===== config.mk =====
export PLATFORM = sky130hd
export DESIGN_NAME = iepc_ctrl
export DESIGN_NICKNAME = d
export VERILOG_FILES = /design/src/iepc_pkg.sv /design/src/iepc_sync.sv /design/src/iepc_prio_arb.sv /design/src/iepc_ctrl.sv
export VERILOG_INCLUDE_DIRS = /design/src
export SDC_FILE = /design/constraint.sdc
export NUM_CORES = 1
export LEC_CHECK = 0
export BUFFER_PORTS_ARGS = -buffer_cell sky130_fd_sc_hd__buf_4
export CAP_MARGIN = 20
export CORE_UTILIZATION = 30
export DETAILED_ROUTE_END_ITERATION = 16
export PLACE_DENSITY = 0.49
export SETUP_SLACK_MARGIN = 0.4
export SLEW_MARGIN = 15
export SYNTH_ARGS = -nofsm -noshare
export SYNTH_HDL_FRONTEND = slang
export SYNTH_SLANG_ARGS = --single-unit

===== constraint.sdc =====
create_clock -name clk -period 5.9 [get_ports clk]
set_input_delay 0.295 -clock clk [delete_from_list [all_inputs] [get_ports clk]]
set_output_delay 0.295 -clock clk [all_outputs]
set_load 0.005 [all_outputs]

===== src/iepc_map.svh =====
// register offsets, field positions and reset values of the interrupt enable and priority block
`ifndef IEPC_MAP_SVH
`define IEPC_MAP_SVH

`define IEPC_ADDR_W 12
`define IEPC_DATA_W 8

`define IEPC_OFF_G2_HIGH 12'h0fc7
`define IEPC_OFF_G2_LOW 12'h0fc8
`define IEPC_OFF_EDGE_SEL 12'h0fcd
`define IEPC_OFF_SHARED_SEL 12'h0fce
`define IEPC_OFF_MASTER_CTL 12'h0fcf

`define IEPC_RST_BYTE 8'h00
`define IEPC_ZERO_BYTE 8'h00
`define IEPC_CTL_RSVD_ZERO 7'h00

`define IEPC_MIE_BIT 7
`define IEPC_CMP_CHOICE_BIT 6
`define IEPC_SHARED_LINE 6

`endif


===== src/iepc_pkg.sv =====
// types shared by the interrupt enable and priority block
`default_nettype none
package iepc_pkg;
   typedef enum logic [1:0] {
      IEPC_LVL_OFF = 2'h0,
      IEPC_LVL_LOW = 2'h1,
      IEPC_LVL_NOM = 2'h2,
      IEPC_LVL_HIGH = 2'h3
   } iepc_level_t;
endpackage
`default_nettype wire


===== src/iepc_sync.sv =====
// two-flop synchroniser for a group of pin inputs
`timescale 1ns/1ps
`default_nettype none
module iepc_sync
   import iepc_pkg::*;
#(
   parameter int WIDTH = 8
) (
   input wire logic clk,
   input wire logic resetn,
   input wire logic [WIDTH-1:0] asyncIn,
   output logic [WIDTH-1:0] syncOut
);

   logic [WIDTH-1:0] meta_r;
   logic [WIDTH-1:0] stable_r;

   generate
      if (WIDTH < 1) begin : g_bad_width
         $error("sync width must be at least one");
      end
   endgenerate

   // first stage is read by the second stage only
   always_ff @(posedge clk or negedge resetn) begin
      if (!resetn) begin
         meta_r <= '0;
         stable_r <= '0;
      end else begin
         meta_r <= asyncIn;
         stable_r <= meta_r;
      end
   end

   assign syncOut = stable_r;
endmodule
`default_nettype wire


===== src/iepc_prio_arb.sv =====
// picks the highest enabled priority level among pending group sources
`timescale 1ns/1ps
`default_nettype none
module iepc_prio_arb
   import iepc_pkg::*;
#(
   parameter int NSRC = 4,
   parameter int IDX_W = 2
) (
   input wire logic [NSRC-1:0] pending,
   input wire logic [NSRC-1:0] enHigh,
   input wire logic [NSRC-1:0] enLow,
   input wire logic gateOpen,
   output logic hit,
   output iepc_level_t level,
   output logic [IDX_W-1:0] index
);

   generate
      if (NSRC < 1 || (1 << IDX_W) < NSRC) begin : g_bad_cfg
         $error("index width too small for source count");
      end
   endgenerate

   // lowest index wins a tie within one level
   always_comb begin
      hit = 1'b0;
      level = IEPC_LVL_OFF;
      index = '0;
      for (int i = NSRC - 1; i >= 0; i--) begin
         if (gateOpen && pending[i] && {enHigh[i], enLow[i]} != IEPC_LVL_OFF &&
             {enHigh[i], enLow[i]} >= level) begin
            hit = 1'b1;
            level = iepc_level_t'({enHigh[i], enLow[i]});
            index = IDX_W'(i);
         end
      end
   end
endmodule
`default_nettype wire


===== src/iepc_ctrl.sv =====
// interrupt enable, priority, edge select, shared source and master enable control
// Behaviour
// - each group-2 source's high/low pair: 00 off, 01 low, 10 nominal, 11 high.
// - group-2 high enable bits 3..0 belong to port C lines 3..0.
// - group-2 low enable bits 3..0 belong to port C lines 3..0.
// - edge select bit 0 makes its pin interrupt fire on a falling edge.
// - edge select bit 1 makes its pin interrupt fire on a rising edge.
// - shared select bit 6: 0 takes line 6 of port A or port D as the port select picks, 1 the comparator.
// - a source switch that makes an edge raises a request like any edge.
// - master enable bit 7: 0 blocks every interrupt, 1 lets them through. Here it gates only the group-2 request; pinIrq_r pulses regardless.
// - enable or return instruction, or a written 1, sets the master enable.
// - disable instruction, acknowledge, reset or a written 0 clear it.
// - master control bits 6..0 read zero and ignore writes.
// - a port select input picks port A or port D for each pin interrupt.
//
// Our own choice: the plain strobed port.
`timescale 1ns/1ps
`default_nettype none
`include "iepc_map.svh"
module iepc_ctrl
   import iepc_pkg::*;
#(
   parameter int NPIN = 8,
   parameter int NSRC = 4,
   parameter int IDX_W = 2
) (
   input wire logic clk,
   input wire logic resetn,
   input wire logic [`IEPC_ADDR_W-1:0] regAddr,
   input wire logic [`IEPC_DATA_W-1:0] regWrData,
   input wire logic regWr,
   input wire logic regRd,
   output logic [`IEPC_DATA_W-1:0] regRdData_r,
   input wire logic enableInstr,
   input wire logic returnInstr,
   input wire logic disableInstr,
   input wire logic cpuAck,
   input wire logic [NPIN-1:0] portaPin,
   input wire logic [NPIN-1:0] portdPin,
   input wire logic comparatorOut,
   input wire logic [NPIN-1:0] portSelect,
   input wire logic [NSRC-1:0] group2Pending,
   output logic [NPIN-1:0] pinIrq_r,
   output logic masterEnable_r,
   output logic cpuIrqValid_r,
   output iepc_level_t cpuIrqLevel_r,
   output logic [IDX_W-1:0] cpuIrqSource_r
);

   generate
      if (NPIN != `IEPC_DATA_W) begin : g_bad_npin
         $error("pin count must match the register width");
      end
      if (NSRC < 1 || NSRC > `IEPC_DATA_W / 2) begin : g_bad_nsrc
         $error("group-2 source count out of range");
      end
   endgenerate

   // software-visible registers
   logic [`IEPC_DATA_W-1:0] group2EnableHigh_r;
   logic [`IEPC_DATA_W-1:0] group2EnableLow_r;
   logic [`IEPC_DATA_W-1:0] edgePolarity_r;
   logic [`IEPC_DATA_W-1:0] sharedSelect_r;
   logic masterEnable_nxt;

   // address decode
   logic hitG2High;
   logic hitG2Low;
   logic hitEdge;
   logic hitShared;
   logic hitCtl;

   assign hitG2High = (regAddr == `IEPC_OFF_G2_HIGH);
   assign hitG2Low = (regAddr == `IEPC_OFF_G2_LOW);
   assign hitEdge = (regAddr == `IEPC_OFF_EDGE_SEL);
   assign hitShared = (regAddr == `IEPC_OFF_SHARED_SEL);
   assign hitCtl = (regAddr == `IEPC_OFF_MASTER_CTL);

   // reserved bits are stored as written; software keeps them zero
   always_ff @(posedge clk or negedge resetn) begin
      if (!resetn) begin
         group2EnableHigh_r <= `IEPC_RST_BYTE;
      end else if (regWr && hitG2High) begin
         group2EnableHigh_r <= regWrData;
      end
   end

   always_ff @(posedge clk or negedge resetn) begin
      if (!resetn) begin
         group2EnableLow_r <= `IEPC_RST_BYTE;
      end else if (regWr && hitG2Low) begin
         group2EnableLow_r <= regWrData;
      end
   end

   always_ff @(posedge clk or negedge resetn) begin
      if (!resetn) begin
         edgePolarity_r <= `IEPC_RST_BYTE;
      end else if (regWr && hitEdge) begin
         edgePolarity_r <= regWrData;
      end
   end

   always_ff @(posedge clk or negedge resetn) begin
      if (!resetn) begin
         sharedSelect_r <= `IEPC_RST_BYTE;
      end else if (regWr && hitShared) begin
         sharedSelect_r <= regWrData;
      end
   end

   // master enable: instruction set beats any clear in the same cycle
   always_comb begin
      masterEnable_nxt = masterEnable_r;
      if (regWr && hitCtl) begin
         masterEnable_nxt = regWrData[`IEPC_MIE_BIT];
      end
      if (disableInstr || cpuAck) begin
         masterEnable_nxt = 1'b0;
      end
      if (enableInstr || returnInstr) begin
         masterEnable_nxt = 1'b1;
      end
   end

   always_ff @(posedge clk or negedge resetn) begin
      if (!resetn) begin
         masterEnable_r <= 1'b0;
      end else begin
         masterEnable_r <= masterEnable_nxt;
      end
   end

   // read data stands only in the cycle after the strobe; unmapped reads zero
   always_ff @(posedge clk or negedge resetn) begin
      if (!resetn) begin
         regRdData_r <= `IEPC_ZERO_BYTE;
      end else if (!regRd) begin
         regRdData_r <= `IEPC_ZERO_BYTE;
      end else if (hitG2High) begin
         regRdData_r <= group2EnableHigh_r;
      end else if (hitG2Low) begin
         regRdData_r <= group2EnableLow_r;
      end else if (hitEdge) begin
         regRdData_r <= edgePolarity_r;
      end else if (hitShared) begin
         regRdData_r <= sharedSelect_r;
      end else if (hitCtl) begin
         regRdData_r <= {masterEnable_r, `IEPC_CTL_RSVD_ZERO};
      end else begin
         regRdData_r <= `IEPC_ZERO_BYTE;
      end
   end

   // pins come from outside the clock domain
   logic [NPIN-1:0] portaSync;
   logic [NPIN-1:0] portdSync;
   logic [0:0] comparatorSync;

   iepc_sync #(.WIDTH(NPIN)) u_sync_porta (
      .clk(clk),
      .resetn(resetn),
      .asyncIn(portaPin),
      .syncOut(portaSync)
   );

   iepc_sync #(.WIDTH(NPIN)) u_sync_portd (
      .clk(clk),
      .resetn(resetn),
      .asyncIn(portdPin),
      .syncOut(portdSync)
   );

   iepc_sync #(.WIDTH(1)) u_sync_cmp (
      .clk(clk),
      .resetn(resetn),
      .asyncIn(comparatorOut),
      .syncOut(comparatorSync)
   );

   // edge detection sits after the source muxes, so a source switch
   // that changes the level is seen as an edge on purpose
   logic [NPIN-1:0] selectedLine;
   logic [NPIN-1:0] lastLine_r;
   logic [NPIN-1:0] riseSeen;
   logic [NPIN-1:0] fallSeen;

   genvar gi;
   generate
      for (gi = 0; gi < NPIN; gi++) begin : g_pin
         if (gi == `IEPC_SHARED_LINE) begin : g_shared
            assign selectedLine[gi] = sharedSelect_r[`IEPC_CMP_CHOICE_BIT] ? comparatorSync[0] :
                                      (portSelect[gi] ? portdSync[gi] : portaSync[gi]);
         end else begin : g_plain
            assign selectedLine[gi] = portSelect[gi] ? portdSync[gi] : portaSync[gi];
         end

         assign riseSeen[gi] = selectedLine[gi] && !lastLine_r[gi];
         assign fallSeen[gi] = !selectedLine[gi] && lastLine_r[gi];

         always_ff @(posedge clk or negedge resetn) begin
            if (!resetn) begin
               lastLine_r[gi] <= 1'b0;
               pinIrq_r[gi] <= 1'b0;
            end else begin
               lastLine_r[gi] <= selectedLine[gi];
               // one-cycle request pulse per qualifying edge
               pinIrq_r[gi] <= edgePolarity_r[gi] ? riseSeen[gi] : fallSeen[gi];
            end
         end

         property p_fall_edge;
            @(posedge clk) disable iff (!resetn)
               (!edgePolarity_r[gi] && fallSeen[gi]) |=> pinIrq_r[gi];
         endproperty
         a_fall_edge: assert property (p_fall_edge)
            else $error("falling edge missed");

         property p_rise_edge;
            @(posedge clk) disable iff (!resetn)
               (edgePolarity_r[gi] && $rose(selectedLine[gi])) |=> pinIrq_r[gi];
         endproperty
         a_rise_edge: assert property (p_rise_edge)
            else $error("rising edge missed");

         property p_wrong_edge;
            @(posedge clk) disable iff (!resetn)
               (!edgePolarity_r[gi] && riseSeen[gi]) |=> !pinIrq_r[gi];
         endproperty
         a_wrong_edge: assert property (p_wrong_edge)
            else $error("rising edge fired on falling polarity");
      end
   endgenerate

   // group-2 priority selection
   logic arbHit;
   iepc_level_t arbLevel;
   logic [IDX_W-1:0] arbIndex;

   iepc_prio_arb #(.NSRC(NSRC), .IDX_W(IDX_W)) u_arb (
      .pending(group2Pending),
      .enHigh(group2EnableHigh_r[NSRC-1:0]),
      .enLow(group2EnableLow_r[NSRC-1:0]),
      .gateOpen(masterEnable_r),
      .hit(arbHit),
      .level(arbLevel),
      .index(arbIndex)
   );

   // the request is dropped at once when the cpu acknowledges it
   always_ff @(posedge clk or negedge resetn) begin
      if (!resetn) begin
         cpuIrqValid_r <= 1'b0;
         cpuIrqLevel_r <= IEPC_LVL_OFF;
         cpuIrqSource_r <= '0;
      end else begin
         cpuIrqValid_r <= arbHit && !cpuAck;
         cpuIrqLevel_r <= arbHit ? arbLevel : IEPC_LVL_OFF;
         cpuIrqSource_r <= arbIndex;
      end
   end

   property p_level_nonzero;
      @(posedge clk) disable iff (!resetn)
         cpuIrqValid_r |-> (cpuIrqLevel_r != IEPC_LVL_OFF);
   endproperty
   a_level_nonzero: assert property (p_level_nonzero)
      else $error("request forwarded at disabled level");

   property p_high_write;
      @(posedge clk) disable iff (!resetn)
         (regWr && hitG2High) ##1 regRd && hitG2High |=> (regRdData_r == $past(group2EnableHigh_r));
   endproperty
   a_high_write: assert property (p_high_write)
      else $error("high enable readback wrong");

   property p_low_store;
      @(posedge clk) disable iff (!resetn)
         (regWr && hitG2Low) |=> (group2EnableLow_r == $past(regWrData));
   endproperty
   a_low_store: assert property (p_low_store)
      else $error("low enable not stored");

   property p_cmp_route;
      @(posedge clk) disable iff (!resetn)
         (sharedSelect_r[`IEPC_CMP_CHOICE_BIT] && $stable(sharedSelect_r) && edgePolarity_r[`IEPC_SHARED_LINE]
          && $rose(comparatorSync[0])) |=> pinIrq_r[`IEPC_SHARED_LINE];
   endproperty
   a_cmp_route: assert property (p_cmp_route)
      else $error("comparator edge not routed");

   property p_shared_switch;
      @(posedge clk) disable iff (!resetn)
         ($changed(sharedSelect_r[`IEPC_CMP_CHOICE_BIT]) && !edgePolarity_r[`IEPC_SHARED_LINE]
          && fallSeen[`IEPC_SHARED_LINE]) |=> pinIrq_r[`IEPC_SHARED_LINE];
   endproperty
   a_shared_switch: assert property (p_shared_switch)
      else $error("source switch edge not raised");

   property p_master_block;
      @(posedge clk) disable iff (!resetn)
         !masterEnable_r |=> !cpuIrqValid_r;
   endproperty
   a_master_block: assert property (p_master_block)
      else $error("request passed while masked");

   property p_master_set;
      @(posedge clk) disable iff (!resetn)
         (enableInstr || returnInstr) |=> masterEnable_r;
   endproperty
   a_master_set: assert property (p_master_set)
      else $error("master enable not set");

   property p_master_clear;
      @(posedge clk) disable iff (!resetn)
         ((disableInstr || cpuAck) && !enableInstr && !returnInstr) |=> !masterEnable_r;
   endproperty
   a_master_clear: assert property (p_master_clear)
      else $error("master enable not cleared");

   // a register write only counts when no instruction or acknowledge competes
   property p_master_write;
      @(posedge clk) disable iff (!resetn)
         (regWr && hitCtl && !enableInstr && !returnInstr && !disableInstr && !cpuAck)
            |=> (masterEnable_r == $past(regWrData[`IEPC_MIE_BIT]));
   endproperty
   a_master_write: assert property (p_master_write)
      else $error("master enable write lost");

   property p_ctl_read;
      @(posedge clk) disable iff (!resetn)
         (regRd && hitCtl) |=> (regRdData_r == {$past(masterEnable_r), `IEPC_CTL_RSVD_ZERO});
   endproperty
   a_ctl_read: assert property (p_ctl_read)
      else $error("control readback wrong");

   property p_winner;
      @(posedge clk) disable iff (!resetn)
         cpuIrqValid_r |-> (cpuIrqLevel_r == $past(arbLevel)) && $past(masterEnable_r);
   endproperty
   a_winner: assert property (p_winner)
      else $error("forwarded level differs from arbiter");

endmodule
`default_nettype wire


* Word level (Yosys, flattened, before mapping) *
Index checks and enable logic that the tools add are counted.

operators by class
  equal/unequal tests = 5
  reductions and logical operators = 58
  order comparisons = 4
  multiplexer cells = 39

operator list
  operator                count
  $eq A12 B12 Y1 const B  5
  $mux W8                 6
  $logic_and A1 B1 Y1     34
  $mux W1                 24
  $mux W2                 9
  $logic_not A1 Y1        17
  $reduce_bool A2 Y1      4
  $ge A2 B2 Y1            3
  $reduce_bool A3 Y1      1
  $ge A2 B1 Y1 const B    1
  $logic_or A1 B1 Y1      2

word-level totals
  flip-flop bits (word level) = 96
  bits of input ports = 57
  output and inout port bits = 22
  word-level logic and storage cells = 137

* Depth between registers and ports, before layout *
  depth after elaboration = 14
  gate-level depth with buffers = 17
  gate-level depth less buffers = 17

* Modules after synthesis *
From an unflattened synthesis, not the netlist that was laid out.

second synthesis, totals
  cell total of the unflattened synthesis = 287
  area, all modules = 3,976.3 µm²

modules (own cells, without submodules)
  module                        seq. area each (µm²)  area an instance (µm²)  cells each  times used
  iepc_ctrl                     1,551.5               2,772.7                 202         1
  iepc_sync (u_sync_porta ...)  400.4                 400.4                   16          2
  iepc_prio_arb                 0.0                   352.8                   51          1
  iepc_sync (u_sync_cmp)        50.0                  50.0                    2           1

* Least setup slack after synthesis *
No wires, ideal clock.

  path kind = register -> register
  from = register masterEnable_r
  to = register cpuIrqLevel_r[0]
  setup time = 0.125 ns
  path buffers = 0
  data required time = 5.775 ns
  arrival = 3.455 ns
  period minus slack after synthesis = 3.580 ns
  slack = 2.320 ns
  cell stages (with the launch flop) = 17
  cell sequence = dfrtp_1 > and3_1 > ha_1 > nand2b_1 > a21oi_1 > or3b_2 > and2_1 > ha_1 > a21oi_1 > or2_2 > a31oi_1 > ha_1 > nand2b_1 > a21oi_1 > nor2_1 > inv_1 > mux2_2

on the way
  longest elaborated chain between the ends = 14
  elaborated cells between the ends (all ways) = 24
  classes of those cells = order compare (3); mux (9); reduce/logical (12)

RTL lines
  element                                    line                 source
  start: declaration                         iepc_ctrl.sv:44      output logic masterEnable_r,
  start signal: assignment                   iepc_ctrl.sv:130     masterEnable_r <= masterEnable_nxt;
  $logic_and A1 B1 Y1 (3 in a row)           iepc_prio_arb.sv:31  if (gateOpen && pending[i] && {enHigh[i], enLow[i]} != IEPC_LVL_OFF &&
  $mux W2                                    iepc_prio_arb.sv:31
  $ge A2 B2 Y1                               iepc_prio_arb.sv:32  {enHigh[i], enLow[i]} >= level) begin
  $logic_and A1 B1 Y1                        iepc_prio_arb.sv:31
  $mux W2                                    iepc_prio_arb.sv:31
  $ge A2 B2 Y1                               iepc_prio_arb.sv:32
  $logic_and A1 B1 Y1                        iepc_prio_arb.sv:31
  $mux W2                                    iepc_prio_arb.sv:31
  $ge A2 B2 Y1                               iepc_prio_arb.sv:32
  $logic_and A1 B1 Y1                        iepc_prio_arb.sv:31
  $mux W2 / $mux W1 (equally long branches)  iepc_prio_arb.sv:31
  $mux W2 (*)                                iepc_ctrl.sv:258     cpuIrqLevel_r <= arbHit ? arbLevel : IEPC_LVL_OFF;
  end signal: assignment                     iepc_ctrl.sv:258
  end: declaration                           iepc_ctrl.sv:46      output iepc_level_t cpuIrqLevel_r,

Mark *: on every way between the ends. The rest lies on a longest branch, timed or not.
A chain may end at the register's enable or synchronous reset.

* Final worst setup path *
Same ends and word-level chain as after synthesis.

==> out/results.ini <==
[synth]
ys_ff_latch=96
yosys-mux-area-fraction_pct=12.88
yosysUniqueCellTypes=32
syn_nets=350
seq_area_frac_synth_pct=63.91
synth_simple_gate_area_share_pct=9.454
syn_inst=287
synth-compound-area-share_pct=9.787
synth_xor_area_share_pct=0
syn_area_per_cell_sq_um=13.10
synthAdderAreaFrac_pct=1.997
synth_top_family_by_area=multiplexers
netlist_area_sq_um=3759
yosysWarnings=0

[sta]
setup_viol=0
max_slew.worst_pin.slew_ns=0.8489
rsz0062_at_grt=false
relSlewSlack_pct=43.41
slew_viol_final=0
max_freq_mhz=257.4
finalSetupTns_ns=0
holdWs_ns=0.05296
fin_skew_ns=0.005833
finalHoldViolCount=0
min_period_over_period_pct=65.84
finalCriticalPeriod_ns=3.885

[worst_setup_path]
cp-end-kind=flop
cp_max_fo=9
slowest_delay_ns=0.50
cp.required_ns=6.13
worst_setup_path_start_kind=flop
arrival_ns=4.11
critPathKind=reg2reg
critical_path.top_delay_family=simple AND/OR/NAND/NOR gates
path_cells=and3_1 > ha_1 > nand2b_1 > a21oi_1 > or3b_2 > and2_1 > ha_1 > a21oi_1 > or2_2 > a31oi_1 > ha_1 > nand2b_1 > a21oi_1 > nor2_1 > inv_1 > mux2_2
slowest_stage=or3b_2
critPathBufInv=1

[detailed_routing]
drt_iter0_markers=146
drtPass1Iterations=4
viasPerCell=4.531
routed_wl_um=8122
routed-via-count=2474
drc_errors=0
ant_nets=0
wl_per_cell_um=14.88

[final_layout]
drive_gt1_share_pct=35.71
fill_cells=1194
num-nets-final=436
area_growth_pct=29.66
num_antenna_cells=0
multi_input_area_sq_um=1282
final-seq-area_sq_um=2402

[global_routing]
first_global_vias=2572
grt_overflow=0
track_usage_pct=13.83
grt_pass1_wl_um=13270
antenna_found_initial=0
grt_max_degree=69

[clock_network]
insertion_delay_ns=0.34
clkSinkCount=96
root_buffer=clkbuf_16
cts_resized=0
holdBufCountCts=1
post_cts_buffers=0
cts_max_level=3
cts.path.max_buffers=2
numCtsBuffers=9
cts_tree=built
clk_pin_slew_ns=0.07

[floorplanning]
core.rowCount=40
initial_core_util_pct=31.03
coreArea_sq_um=12110
io_pins=79
die_height_um=113.9
die_area_sq_um=12980
die_w_um=113.9

[power]
p_per_area_nw_per_um2=287.4
ir_worst_vdd_v=0.0001196
total_power_mw=1.401
leakagePower_nw=2.392

[worst_hold_path]
min_path_type=in2reg

[placement]
gp_congestion=0.7585
numPortBuffers=78
dp_hpwl_um=5511

[job]
drv_cap=0

[status]
status=finished, final reports clean

synthesized netlist by cell type (all sizes together):
cell    count  area [sq um]
mux2       35         394.1
a31oi       3         18.77
nor4        2         42.54
ha          6         75.07
buf         2         10.01
o31ai       1         7.510
nand2      23         88.84
clkbuf      3         11.26
or3         1         6.260
or2         1         6.260
mux2i       9         90.09
inv        14         52.55
nor3        3         15.01
or3b        1         8.760
a21oi      13         65.06
nand4       2         12.51
dfrtp      96          2402
o211a       8         80.08
nor2       18         67.56
nand3       3         15.01
a32oi       1         8.760
nand2b      5         31.28
o22ai       8         50.05
o21ai      11         55.05
nor4b       1         23.77
nor2b       1         6.260
and3        1         6.260
o21bai      1         7.510
a22oi       7         52.55
and2        4         25.02
o211ai      3         22.52
metal layers:
| metal | up-vias | part of all wire [%] | routed length (um) | global-route usage, % |
|---|---|---|---|---|
| met5 | - | 0 | 0 | 0 |
| met4 | 0 | 2.1 | 170 | 7.792 |
| met3 | 11 | 4.9 | 400 | 3.029 |
| met2 | 70 | 44 | 3614 | 20.57 |
| met1 | 1198 | 48 | 3937 | 18.69 |
| li1 | 1195 | - | - | - |
worst register-to-register path, cell delays in order (launching register included):
cell and delay (ns):
dfrtp_1 0.47, and3_1 0.21, ha_1 0.28, nand2b_1 0.10, a21oi_1 0.12, or3b_2 0.50
and2_1 0.16, ha_1 0.26, a21oi_1 0.08, or2_2 0.33, a31oi_1 0.19, ha_1 0.26
nand2b_1 0.14, a21oi_1 0.14, nor2_1 0.08, inv_1 0.11, mux2_2 0.34
metrics by stage:
step | setup slack (ns) | utilization (%) | cells | cell area [sq um]
floorplan | 2.320 | - | 287 | 3759
global placement | 2.154 | 37.49 | 529 | 4541
detailed placement | 2.015 | 37.49 | 529 | 4541
CTS | 1.995 | 40.24 | 546 | 4873
global route | 1.708 | 40.24 | 546 | 4873
finish | 2.015 | 40.24 | 546 | 4873
registers in the layout, indices dropped and copies added, names as in the netlist, 8 cells and up:
register,count
lastLine_r,8
regRdData_r,8
sharedSelect_r,8
group2EnableLow_r,8
group2EnableHigh_r,8
u_sync_portd.syncOut,8
u_sync_portd.meta_r,8
edgePolarity_r,8
u_sync_porta.meta_r,8
u_sync_porta.syncOut,8
pinIrq_r,8
worst paths after layout:
check                                       start                       to  slack, ns  cells after the start
setup / recovery                   masterEnable_r         cpuIrqLevel_r[0]       2.02                     16
hold / removal                        portaPin[3]   u_sync_porta.meta_r[3]       0.05                      1
setup reg to reg                   masterEnable_r         cpuIrqLevel_r[0]       2.02                     16
hold reg to reg            u_sync_portd.meta_r[5]  u_sync_portd.syncOut[5]       0.35                      0
max in group asynchronous                  resetn            lastLine_r[3]       4.31                      3
min in group asynchronous                  resetn         cpuIrqLevel_r[1]       0.41                      2
kinds of logic (layout without fill, tap and decap cells):
group	after synthesis	count (layout)
DFF	96	96
and+or+nand+nor	66	66
AOI/OAI and AO/OA	56	56
muxes	44	44
buffers and inverters	19	110
adders and majority gates	6	6
report_power, final:
group	leakage [nW]	total [mW]	switching [mW]	internal, mW
registers	1.23	0.688	0.00786	0.680
clock network	0.152	0.628	0.246	0.382
logic	1.01	0.0853	0.0438	0.0416
total	2.39	1.40	0.297	1.10
final cells by class:
type                       instances  area share [%]
clock buffer                      11           4.981
clock inverter                     5           1.643
inverter                          14           1.078
multi-input combinational        172           26.32
sequential                        96           49.29
tap                              168           4.313
timing repair buffer              80           12.37
layout by cell type, fill, tap and decap left out, types with 3 or more instances in the layout:
cell / instances
a21oi_1: 13
a22oi_1: 7
a31oi_1: 3
and2_1: 4
buf_4: 79
clkbuf_16: 9
dfrtp_1: 96
ha_1: 6
inv_1: 14
mux2_2: 35
mux2i_1: 9
nand2_1: 22
nand2b_1: 5
nand3_1: 3
nor2_1: 18
nor3_1: 3
o211a_1: 8
o211ai_1: 3
o21ai_0: 11
o22ai_1: 8
Note: power is estimated with default switching activity, not from simulation.
